### src/logic/mis_regs.svh
// Register offsets, field positions and reset values of the instruction unit.
// Assumes a 32-bit APB slave with one aligned word per register.
`ifndef MIS_REGS_SVH
`define MIS_REGS_SVH
`define MIS_OFF_INSTR 8'h00
`define MIS_OFF_WORK 8'h04
`define MIS_OFF_STATUS 8'h08
`define MIS_OFF_PC 8'h0c
`define MIS_OFF_MADDR 8'h10
`define MIS_OFF_MDATA 8'h14
`define MIS_OFF_WAKE 8'h18
`define MIS_OPC_LSB 16
`define MIS_OPC_MSB 19
`define MIS_ZERO_BIT 0
`define MIS_PD_FLAG_BIT 1
`define MIS_TO_BIT 2
`define MIS_HALT_BIT 3
`define MIS_BUSY_BIT 4
`define MIS_RST_WORK 8'h00
`define MIS_RST_PC 12'h000
`endif

### src/logic/mis_pkg.sv
// Types shared by the instruction unit.
// Assumes mis_regs.svh supplies the numeric constants.
package mis_pkg;
  typedef enum logic [3:0] {
    MIS_OP_NOP = 4'h0,
    MIS_OP_DEC_TO_WORK = 4'h1,
    MIS_OP_POWER_DOWN = 4'h2,
    MIS_OP_INC_IN_PLACE = 4'h3,
    MIS_OP_ADD_ONE_INTO_WORK = 4'h4,
    MIS_OP_UNCOND_BRANCH = 4'h5,
    MIS_OP_LOAD_WORK_FROM_MEM = 4'h6,
    MIS_OP_LOAD_WORK_IMM = 4'h7
  } mis_op_t;
  typedef enum logic {
    MIS_ST_RUN = 1'b0,
    MIS_ST_DUMMY = 1'b1
  } mis_state_t;
endpackage : mis_pkg

### src/logic/mis_core.sv
// Executes a subset of 8-bit core instructions issued over APB.
// Assumes a single pclk domain; the watchdog sits outside and obeys the clear pulse.
//
// How it works
// RQ1: Decrement-to-working writes memory byte minus one to working register, only zero flag.
// RQ2: Power-down halts execution and stops the system clock.
// RQ3: Memory and registers keep their contents on power-down entry.
// RQ4: Power-down clears the watchdog counter and its prescaler.
// RQ5: Power-down sets power-down flag, clears watchdog expiry flag, nothing else.
// RQ6: Increment-in-place writes memory byte plus one back, only zero flag.
// RQ7: Add-one-into-working puts memory byte plus one in working register.
// RQ8: Add-one-into-working leaves the source memory byte unchanged.
// RQ9: Branch loads the program counter with the encoded address, no flag change.
// RQ10: Branch takes two cycles with a dummy cycle inserted.
// RQ11: Load-from-memory copies memory byte to working register, no flag change.
// RQ12: Load-immediate puts the encoded constant in working register, no flag change.
// RQ13: Zero flag set when 8-bit result is zero; arithmetic wraps modulo 256.
// RQ14: Every instruction except the branch completes in one cycle.
//
// Decided for this implementation: the placing of the registers and the APB slave port.
`include "mis_regs.svh"
`timescale 1ns/1ps
`default_nettype none
module mis_core #(
  parameter int MEM_DEPTH = 16,
  parameter int AW = 4,
  parameter int PC_W = 12
) (
  // Clock and reset
  input wire logic pclk,
  input wire logic presetn,
  // APB slave
  input wire logic psel,
  input wire logic penable,
  input wire logic pwrite,
  input wire logic [7:0] paddr,
  input wire logic [31:0] pwdata,
  output logic [31:0] prdata,
  output logic pready,
  output logic pslverr,
  // Watchdog side effects
  input wire logic watchdog_expired,
  output logic watchdog_clear,
  output logic clk_stop
);
  import mis_pkg::*;

  logic [7:0] mem_reg [MEM_DEPTH];
  logic [7:0] work_reg;
  logic [PC_W-1:0] pc_reg;
  logic zero_reg;
  logic pd_flag_reg;
  logic to_reg;
  logic halt_reg;
  logic [AW-1:0] maddr_reg;
  mis_state_t state_reg;
  logic [31:0] prdata_reg;
  logic pslverr_reg;
  logic pready_reg;
  logic watchdog_clear_reg;

  // APB decode
  wire logic setup_ph = psel & ~penable;
  wire logic access_wr = psel & penable & pwrite;
  wire logic wr_instr = access_wr & (paddr == `MIS_OFF_INSTR);
  wire logic wr_maddr = access_wr & (paddr == `MIS_OFF_MADDR);
  wire logic wr_mdata = access_wr & (paddr == `MIS_OFF_MDATA);
  wire logic wr_wake = access_wr & (paddr == `MIS_OFF_WAKE);
  wire logic mapped = (paddr == `MIS_OFF_INSTR) | (paddr == `MIS_OFF_WORK) | (paddr == `MIS_OFF_STATUS) |
                      (paddr == `MIS_OFF_PC) | (paddr == `MIS_OFF_MADDR) | (paddr == `MIS_OFF_MDATA) |
                      (paddr == `MIS_OFF_WAKE);

  // Instruction fields and issue
  wire mis_op_t op = mis_op_t'(pwdata[`MIS_OPC_MSB:`MIS_OPC_LSB]);
  wire logic [AW-1:0] op_addr = pwdata[AW-1:0];
  wire logic [7:0] op_imm = pwdata[7:0];
  wire logic [PC_W-1:0] op_target = pwdata[PC_W-1:0];
  wire logic busy = (state_reg == MIS_ST_DUMMY);
  wire logic issue = wr_instr & ~busy & ~halt_reg;
  wire logic [7:0] src = mem_reg[op_addr];
  // RQ13 modulo 256 wrap
  wire logic [7:0] plus_one = 8'(src + 8'h01);
  wire logic [7:0] minus_one = 8'(src - 8'h01);
  wire logic do_dec = issue & (op == MIS_OP_DEC_TO_WORK);
  wire logic do_pd = issue & (op == MIS_OP_POWER_DOWN);
  wire logic do_inc = issue & (op == MIS_OP_INC_IN_PLACE);
  wire logic do_add_work = issue & (op == MIS_OP_ADD_ONE_INTO_WORK);
  wire logic do_branch = issue & (op == MIS_OP_UNCOND_BRANCH);
  wire logic do_ldm = issue & (op == MIS_OP_LOAD_WORK_FROM_MEM);
  wire logic do_ldi = issue & (op == MIS_OP_LOAD_WORK_IMM);

  // Working register next value
  // RQ1 RQ7 RQ11 RQ12 destinations
  wire logic [7:0] work_next = do_dec ? minus_one :
                               do_add_work ? plus_one :
                               do_ldm ? src :
                               do_ldi ? op_imm : work_reg;
  wire logic work_load = do_dec | do_add_work | do_ldm | do_ldi;
  // RQ13 zero flag update
  wire logic zero_upd = do_dec | do_inc | do_add_work;
  wire logic [7:0] zres = do_dec ? minus_one : plus_one;
  wire logic zero_next = zero_upd ? (zres == 8'h00) : zero_reg;
  // RQ9 branch target, step on any other issue, otherwise hold
  wire logic [PC_W-1:0] pc_next = do_branch ? op_target : (issue ? PC_W'(pc_reg + 1'b1) : pc_reg);

  // Read mux
  wire logic [31:0] status_word = {27'h0000000, busy, halt_reg, to_reg, pd_flag_reg, zero_reg};
  wire logic [31:0] rd_word = (paddr == `MIS_OFF_WORK) ? {24'h000000, work_reg} :
                              (paddr == `MIS_OFF_STATUS) ? status_word :
                              (paddr == `MIS_OFF_PC) ? {{(32-PC_W){1'b0}}, pc_reg} :
                              (paddr == `MIS_OFF_MADDR) ? {{(32-AW){1'b0}}, maddr_reg} :
                              (paddr == `MIS_OFF_MDATA) ? {24'h000000, mem_reg[maddr_reg]} : 32'h00000000;

  // APB answer: zero wait, error on unmapped address
  always_ff @(posedge pclk or negedge presetn)
  begin
    if (!presetn)
    begin
      prdata_reg <= 32'h00000000;
      pslverr_reg <= 1'b0;
      pready_reg <= 1'b0;
    end
    else
    begin
      pready_reg <= 1'b1;
      if (setup_ph)
      begin
        prdata_reg <= pwrite ? 32'h00000000 : rd_word;
        pslverr_reg <= ~mapped;
      end
    end
  end

  // Data memory: software window and increment-in-place
  generate
    for (genvar i = 0; i < MEM_DEPTH; i++)
    begin : g_mem
      wire logic hit_sw = wr_mdata & (maddr_reg == AW'(i));
      wire logic hit_inc = do_inc & (op_addr == AW'(i));
      always_ff @(posedge pclk or negedge presetn)
      begin
        if (!presetn)
          mem_reg[i] <= 8'h00;
        // RQ6 write back in place
        else if (hit_inc)
          mem_reg[i] <= plus_one;
        else if (hit_sw)
          mem_reg[i] <= pwdata[7:0];
      end

    end
  endgenerate

  // Core state, working register and program counter
  always_ff @(posedge pclk or negedge presetn)
  begin
    if (!presetn)
    begin
      work_reg <= `MIS_RST_WORK;
      pc_reg <= `MIS_RST_PC;
      zero_reg <= 1'b0;
      maddr_reg <= '0;
      state_reg <= MIS_ST_RUN;
    end
    else
    begin
      if (work_load)
        work_reg <= work_next;
      pc_reg <= pc_next;
      zero_reg <= zero_next;
      if (wr_maddr)
        maddr_reg <= pwdata[AW-1:0];
      // RQ10 dummy cycle after branch
      case (state_reg)
        MIS_ST_RUN: state_reg <= do_branch ? MIS_ST_DUMMY : MIS_ST_RUN;
        MIS_ST_DUMMY: state_reg <= MIS_ST_RUN;
        default: state_reg <= MIS_ST_RUN;
      endcase
    end
  end

  // Power-down flags and clock stop
  always_ff @(posedge pclk or negedge presetn)
  begin
    if (!presetn)
    begin
      pd_flag_reg <= 1'b0;
      to_reg <= 1'b0;
      halt_reg <= 1'b0;
      watchdog_clear_reg <= 1'b0;
    end
    else
    begin
      // RQ5 flag effects; expiry set wins
      if (do_pd)
        pd_flag_reg <= 1'b1;
      if (watchdog_expired)
        to_reg <= 1'b1;
      else if (do_pd)
        to_reg <= 1'b0;
      // RQ2 halt and stop clock
      if (do_pd)
        halt_reg <= 1'b1;
      else if (wr_wake)
        halt_reg <= 1'b0;
      // RQ4 watchdog clear pulse
      watchdog_clear_reg <= do_pd;
    end
  end

  assign prdata = prdata_reg;
  assign pready = pready_reg;
  assign pslverr = pslverr_reg;
  assign watchdog_clear = watchdog_clear_reg;
  assign clk_stop = halt_reg;
endmodule : mis_core
`default_nettype wire

### config.mk
export PLATFORM = sky130hd
export DESIGN_NAME = mis_core
export DESIGN_NICKNAME = d
export VERILOG_FILES = /design/src/logic/mis_pkg.sv /design/src/logic/mis_core.sv
export VERILOG_INCLUDE_DIRS = /design/src /design/src/logic
export SDC_FILE = /design/constraint.sdc
export NUM_CORES = 1
export LEC_CHECK = 0
export BUFFER_PORTS_ARGS = -buffer_cell sky130_fd_sc_hd__buf_2
export CAP_MARGIN = 5
export CORE_ASPECT_RATIO = 1.25
export CORE_MARGIN = 4
export CORE_UTILIZATION = 31
export DETAILED_ROUTE_END_ITERATION = 6
export PLACE_DENSITY = 0.44
export SYNTH_ARGS = -nofsm -noshare
export SYNTH_HDL_FRONTEND = slang
export SYNTH_SLANG_ARGS = --single-unit
### constraint.sdc
create_clock -name pclk -period 8.3 [get_ports pclk]
set_input_delay 1.245 -clock pclk [delete_from_list [all_inputs] [get_ports pclk]]
set_output_delay 1.245 -clock pclk [all_outputs]
set_load 0.03 [all_outputs]
; After elaboration in Yosys (flattened, before gate mapping)
; Index checks and enable logic that the tools add are counted.
[word_totals]
output_inout_bits = 36
inputBits = 46
wordCells = 223
regBits = 192
[op_classes]
n_bitwise = 65
n_lt_le_gt_ge = 2
mux = 57
eq_ne = 43
addsub = 3
n_reduce_logical = 25
[ops]
columns = operator, count
row1 = 2-to-1 mux 8 bit, 43
row2 = 2-to-1 mux 12 bit, 6
row3 = binary-select mux 8 bit (select 4 bit), 2
row4 = equality test 4 bit (second input constant), 16
row5 = bitwise AND 1 bit, 48
row6 = equality test 4 x 3 -> 1 bit (second input constant), 12
row7 = nonzero test 2 bit, 19
row8 = equality test 4 x 2 -> 1 bit (second input constant), 6
row9 = equality test 8 x 5 -> 1 bit (second input constant), 3
row10 = equality test 8 x 4 -> 1 bit (second input constant), 2
row11 = zero test 8 bit, 2
row12 = adder 12 x 1 -> 12 bit (second input constant), 1
row13 = equality test 4 x 1 -> 1 bit (second input constant), 3
row14 = OR 1 bit, 11
row15 = greater-or-equal comparator 5 bit (second input constant), 2
row16 = NOT 4 -> 5 bit, 2
row17 = adder 8 x 1 -> 8 bit (second input constant), 1
row18 = equality test 8 x 3 -> 1 bit (second input constant), 1
row19 = zero test 4 bit, 2
row20 = subtractor 8 x 1 -> 8 bit (second input constant), 1
row21 = 2-to-1 mux 1 bit, 5
row22 = NOT 1 bit, 4
row23 = nonzero test 4 bit, 1
row24 = one-hot mux 1 bit (2 select lines), 1
row25 = AND reduction 2 bit, 1

; Logic depth before layout (Yosys ltp)
[logic_depth]
depth_word = 10
mapped_depth = 14
ltp_nobuf = 12

; Worst setup path after synthesis
; OpenSTA, ideal clock, no wires.
[synth_path]
kind = input-to-reg
from = input pwdata[0]
to = register zero_reg
path_slack_ns = 4.401
t_arrival_ns = 3.807
required_time_ns = 8.208
path_stages = 12
setup_ns = 0.092
path_buffers = 3
path_cell_list = buf_6 -> mux4_2 -> nand2_1 -> and4_1 -> inv_2 -> clkbuf_1 -> clkbuf_1 -> ha_1 -> xnor2_1 -> nand4_1 -> a211o_1 -> o31ai_2
[synth_between]
elab_chain_len = 7
word_cells_on_any_way = 8
cone_classes = 2 x add/sub / 4 x mux / 1 x bitwise / 1 x reduce/logical
[synth_rtl]
columns = element, line
row1 = "start, declared", mis_core.sv:37  ; input wire logic [31:0] pwdata,
row2 = NOT 4 -> 5 bit (implied by the code) *, mis_core.sv:80  ; wire logic [7:0] src = mem_reg[op_addr];
row3 = binary-select mux 8 bit (select 4 bit) *, mis_core.sv:80
row4 = 2-to-1 mux 8 bit (implied by the code) * (2 in a row), mis_core.sv:80
row5 = adder 8 x 1 -> 8 bit or subtractor 8 x 1 -> 8 bit (tied branches), "mis_core.sv:82, mis_core.sv:83"
row6 = 2-to-1 mux 8 bit *, mis_core.sv:101  ; wire logic [7:0] zres = do_dec ? minus_one : plus_one;
row7 = zero test 8 bit *, mis_core.sv:102  ; wire logic zero_next = zero_upd ? (zres == 8'h00) : zero_reg;
row8 = "end signal, assigned", mis_core.sv:170  ; zero_reg <= zero_next;
row9 = "end, declared", mis_core.sv:51  ; logic zero_reg;
; Mark *: on every way between the ends. The rest lies on a longest branch, timed or not. The select of a mux whose other input is x is not followed.
; A chain may end at the register's enable or synchronous reset.

; Final worst setup path
[layout_path]
from = input pwdata[3]
to = register zero_reg
; The elaborated chain is that of the path after synthesis.

==> flow_summary_export.csv <==
group,metric,value,unit
power_and_ir_drop,pwr-share-comb,0.079,
critical_path,reg2reg_to,"zero_reg$_DFFE_PN0P_",
floorplan,rows,77,
power_and_ir_drop,power_frac_clock,0.475,
synthesis,synth.distinct_cells,81,
synthesis,synth_top_area_share,0.384,
final_layout,design_area,12400,µm²
timing,finClkSkew,0.0149,ns
synthesis,synth-seq-cells,172,
critical_path,path_class,"in -> reg",
clocking,clkSlewWorstSetupHoldPaths,0.08,ns
outcome,status,"complete, no violations",
route,detail-route-antenna-nets,0,
clocking,cts_inserted_buffers,17,
timing,tns,0,ns
route,vias,9423,
global_route,grt_overflow,0,
min_path,whs_endpoint,"prdata[10]$_DFFE_PN0P_",
floorplan,io_pins,82,
clocking,cts_tree,"yes",
critical_path,r2r-start,"mem_reg[96]$_DFFE_PN0P_",
global_route,gr-usage-met3,0.0302,
clocking,cts_hold_buf,0,
route,routed_wl,43200,µm
placed_design,numPortBuffers,45,
final_layout,fin_cells,1618,
critical_path,r2r_slack,4.61,ns
global_route,grt_use_met2,0.360,
critical_path,required,8.67,ns
timing,worst_pin_slew,1.17,ns
synthesis,yosysTopAreaCell,"dfrtp_1",
critical_path,worstSetupEndpointType,"flip-flop",
final_layout,fillerInstances,3651,
placed_design,dp_cells,1586,
route,dr.pass1.iters,5,
floorplan,die_w,178,µm
timing,fmax,198,MHz
route,vias_per_cell,5.82,
clocking,clkLatencyLatePin,0.45,ns
power_and_ir_drop,share_seq_of_total_power,0.446,
route,drc,0,
min_path,hold_class,"reg -> reg",
synthesis,synth_area_leaders,"dfrtp_1 38%, mux4_2 14%, nand2_1 4.8%",
synthesis,syn-instance-count,1124,
clocking,cts_max_path_buffers,2,
placed_design,placed_area,11700,µm²
final_layout,area_growth,10.5,%
global_route,grt_start_max_net_pins,65,
min_path,min_path_cells,2,
timing,finalSetupViolations,0,
final_layout,largest_reg_flops,128,
global_route,grt_pass1_wl,64000,µm
synthesis,yosysWarnings,0,
route,drt-wirelength-per-cell,26.7,µm
floorplan,core,35600,µm²
timing,slew_headroom,0.216,
global_route,grt.busiest_layer,"met2",
timing,period_needed,5.04,ns
power_and_ir_drop,powerDensity,153,nW/µm²
power_and_ir_drop,total_leakage_power,5.28,nW
synthesis,synth_area_per_cell,9.97,µm²
final_layout,antennaDiodeCount,0,
synthesis,syn_area,11200,µm²
placed_design,dp.final_hpwl,30900,µm
critical_path,start_kind,"input port",
synthesis,synth-edff-count,0,
critical_path,cp.arrival,5.41,ns
global_route,antenna_found_initial,0,
min_path,min_from,"prdata[10]$_DFFE_PN0P_",
timing,hold_violations,0,
timing,min_period_over_period,0.607,
global_route,grt_util_all_layers,0.223,
placed_design,place.gp.congestion,0.943,
clocking,root_buffer,"clkbuf_16",
global_route,met1_usage,0.297,
final_layout,finalNetCount,1180,
global_route,grt_pass1_vias,9133,
timing,slew_violations,0,
clocking,cts_sinks,172,
final_layout,layout-drive-gt1-share,0.201,
timing,rsz0062_at_grt,"false",
power_and_ir_drop,irDropWorstVdd,126,µV
floorplan,initial_core_util,0.315,
floorplan,dieArea,39300,µm²
power_and_ir_drop,swShare,0.266,
synthesis,synth-async-reset-ratio,1.00,
power_and_ir_drop,p_int,1.39,mW
floorplan,die_y,221,µm
synthesis,ys.flop_type,"dfrtp_1",
critical_path,critPathMaxFanout,21,
power_and_ir_drop,switching_power,0.503,mW
clocking,h-tree-depth,4,
route,first_iter_violations,778,
critical_path,ff2ff_path_depth,10,
synthesis,ys_seq_area_frac,0.384,
job,max-cap-violations,0,
clocking,ctsResizeCount,0,
clocking,post_cts_buffers,0,
[per-stage QoR]
step	utilization	worst slack [ns]	power, mW	hold slack (ns)
2_1_floorplan	-	4.40	0.954	0.435
3_3_place_gp	0.330	2.89	1.01	0.448
3_5_place_dp	0.330	2.92	1.01	0.458
4_1_cts	0.348	3.39	1.91	0.475
5_1_grt	0.348	3.10	1.95	0.502
6_report	0.348	3.26	1.89	0.466
[power by group through the flow]
stage / Combinational [mW] / Clock, mW / Sequential, mW
floorplan: 0.0923 / 0 / 0.861
global placement: 0.150 / 0 / 0.859
detailed placement: 0.149 / 0 / 0.859
CTS: 0.150 / 0.913 / 0.842
global route: 0.161 / 0.944 / 0.842
finish: 0.149 / 0.898 / 0.842
[cell usage in the layout (no fill, tap or decap), types with 10 or more instances in the layout]
master	netlist	routed
dfrtp_1	172	170
nand2_1	143	143
a21oi_1	98	98
nor2_1	89	89
mux4_2	72	72
o21ai_0	54	54
mux2i_1	46	46
buf_2	17	44
nand3_1	29	29
o22ai_1	25	25
conb_1	2	21
buf_4	26	21
a22o_1	19	19
clkbuf_16	0	17
o21ai_1	16	16
nor3_1	16	16
a22oi_1	16	16
o22a_1	13	13
and3_1	12	12
mux2_2	10	10
xnor2_1	10	10
nor2b_1	10	10
inv_1	10	10
[critical path: stages]
cell,delay [ns]
buf_2,0.34
buf_4,0.37
nor2b_1,0.76
nand2_1,0.10
and4_1,0.28
inv_2,0.46
nand3_2,0.22
xor2_2,0.63
buf_4,0.34
nand4_1,0.11
a211o_1,0.36
o31ai_2,0.17
[kinds of logic (layout without fill, tap and decap cells)]
logic type	count (synthesis)	count (layout)	synth area share
other	2	21	0.000670
adder cells (fa/ha/maj)	3	3	0.00335
AO/OA/AOI/OAI	309	309	0.174
XOR/XNOR	21	21	0.0198
buffers and inverters	110	111	0.0508
multiplexers	130	130	0.199
AND/OR/NAND/NOR	377	377	0.168
flip-flops	172	172	0.384
[worst max path at each step]
stage                         start                    to  slack, ns  cells after the start
after floorplan           pwdata[0]  zero_reg$_DFFE_PN0P_       4.40                     12
after global placement    pwdata[3]  zero_reg$_DFFE_PN0P_       2.89                     12
after detailed placement  pwdata[3]  zero_reg$_DFFE_PN0P_       2.92                     12
after CTS                 pwdata[3]  zero_reg$_DFFE_PN0P_       3.39                     12
after global routing      pwdata[3]  zero_reg$_DFFE_PN0P_       3.10                     12
final                     pwdata[3]  zero_reg$_DFFE_PN0P_       3.26                     12
[synth_stat cells, types with 4 or more instances]
library cell and number:
o22ai_1 25, nor2_1 89, and3_1 12, o22a_1 13
o21ai_0 54, o21ai_1 16, o21a_1 5, xnor2_1 10
dfrtp_1 172, nand2b_1 9, buf_4 26, a31oi_1 8
inv_1 10, nand3_1 29, a21o_1 9, clkbuf_1 42
buf_1 7, and4_1 5, mux2i_1 46, a21oi_1 98
and2_1 8, a22oi_1 16, buf_2 17, a22o_1 19
nand4_1 8, mux2_2 10, or2_2 5, o211ai_1 9
a211oi_1 8, nand2_1 143, nor3_1 16, mux4_2 72
nor2_2 5, xor2_1 6, buf_6 5, nor2b_1 10
o221ai_1 4
[per-layer routing]
metal  wire [µm]  share of wire  vias up
met2       20500           0.47      359
met3        2310          0.053       86
met1       18300           0.42     4814
met5           0              0        -
met4        2180          0.051        0
li1            -              -     4164
[layout make-up]
| type | instances | area, µm² | area share |
|---|---|---|---|
| clock inverters | 15 | 210 | 0.0170 |
| well taps | 474 | 593 | 0.0479 |
| multi-input cells | 861 | 6410 | 0.517 |
| repair buffers | 66 | 392 | 0.0316 |
| inverters | 13 | 48.8 | 0.00394 |
| clock buffers | 17 | 425 | 0.0344 |
| flip-flops and latches | 172 | 4310 | 0.348 |
(Power assumes the default switching activity.)
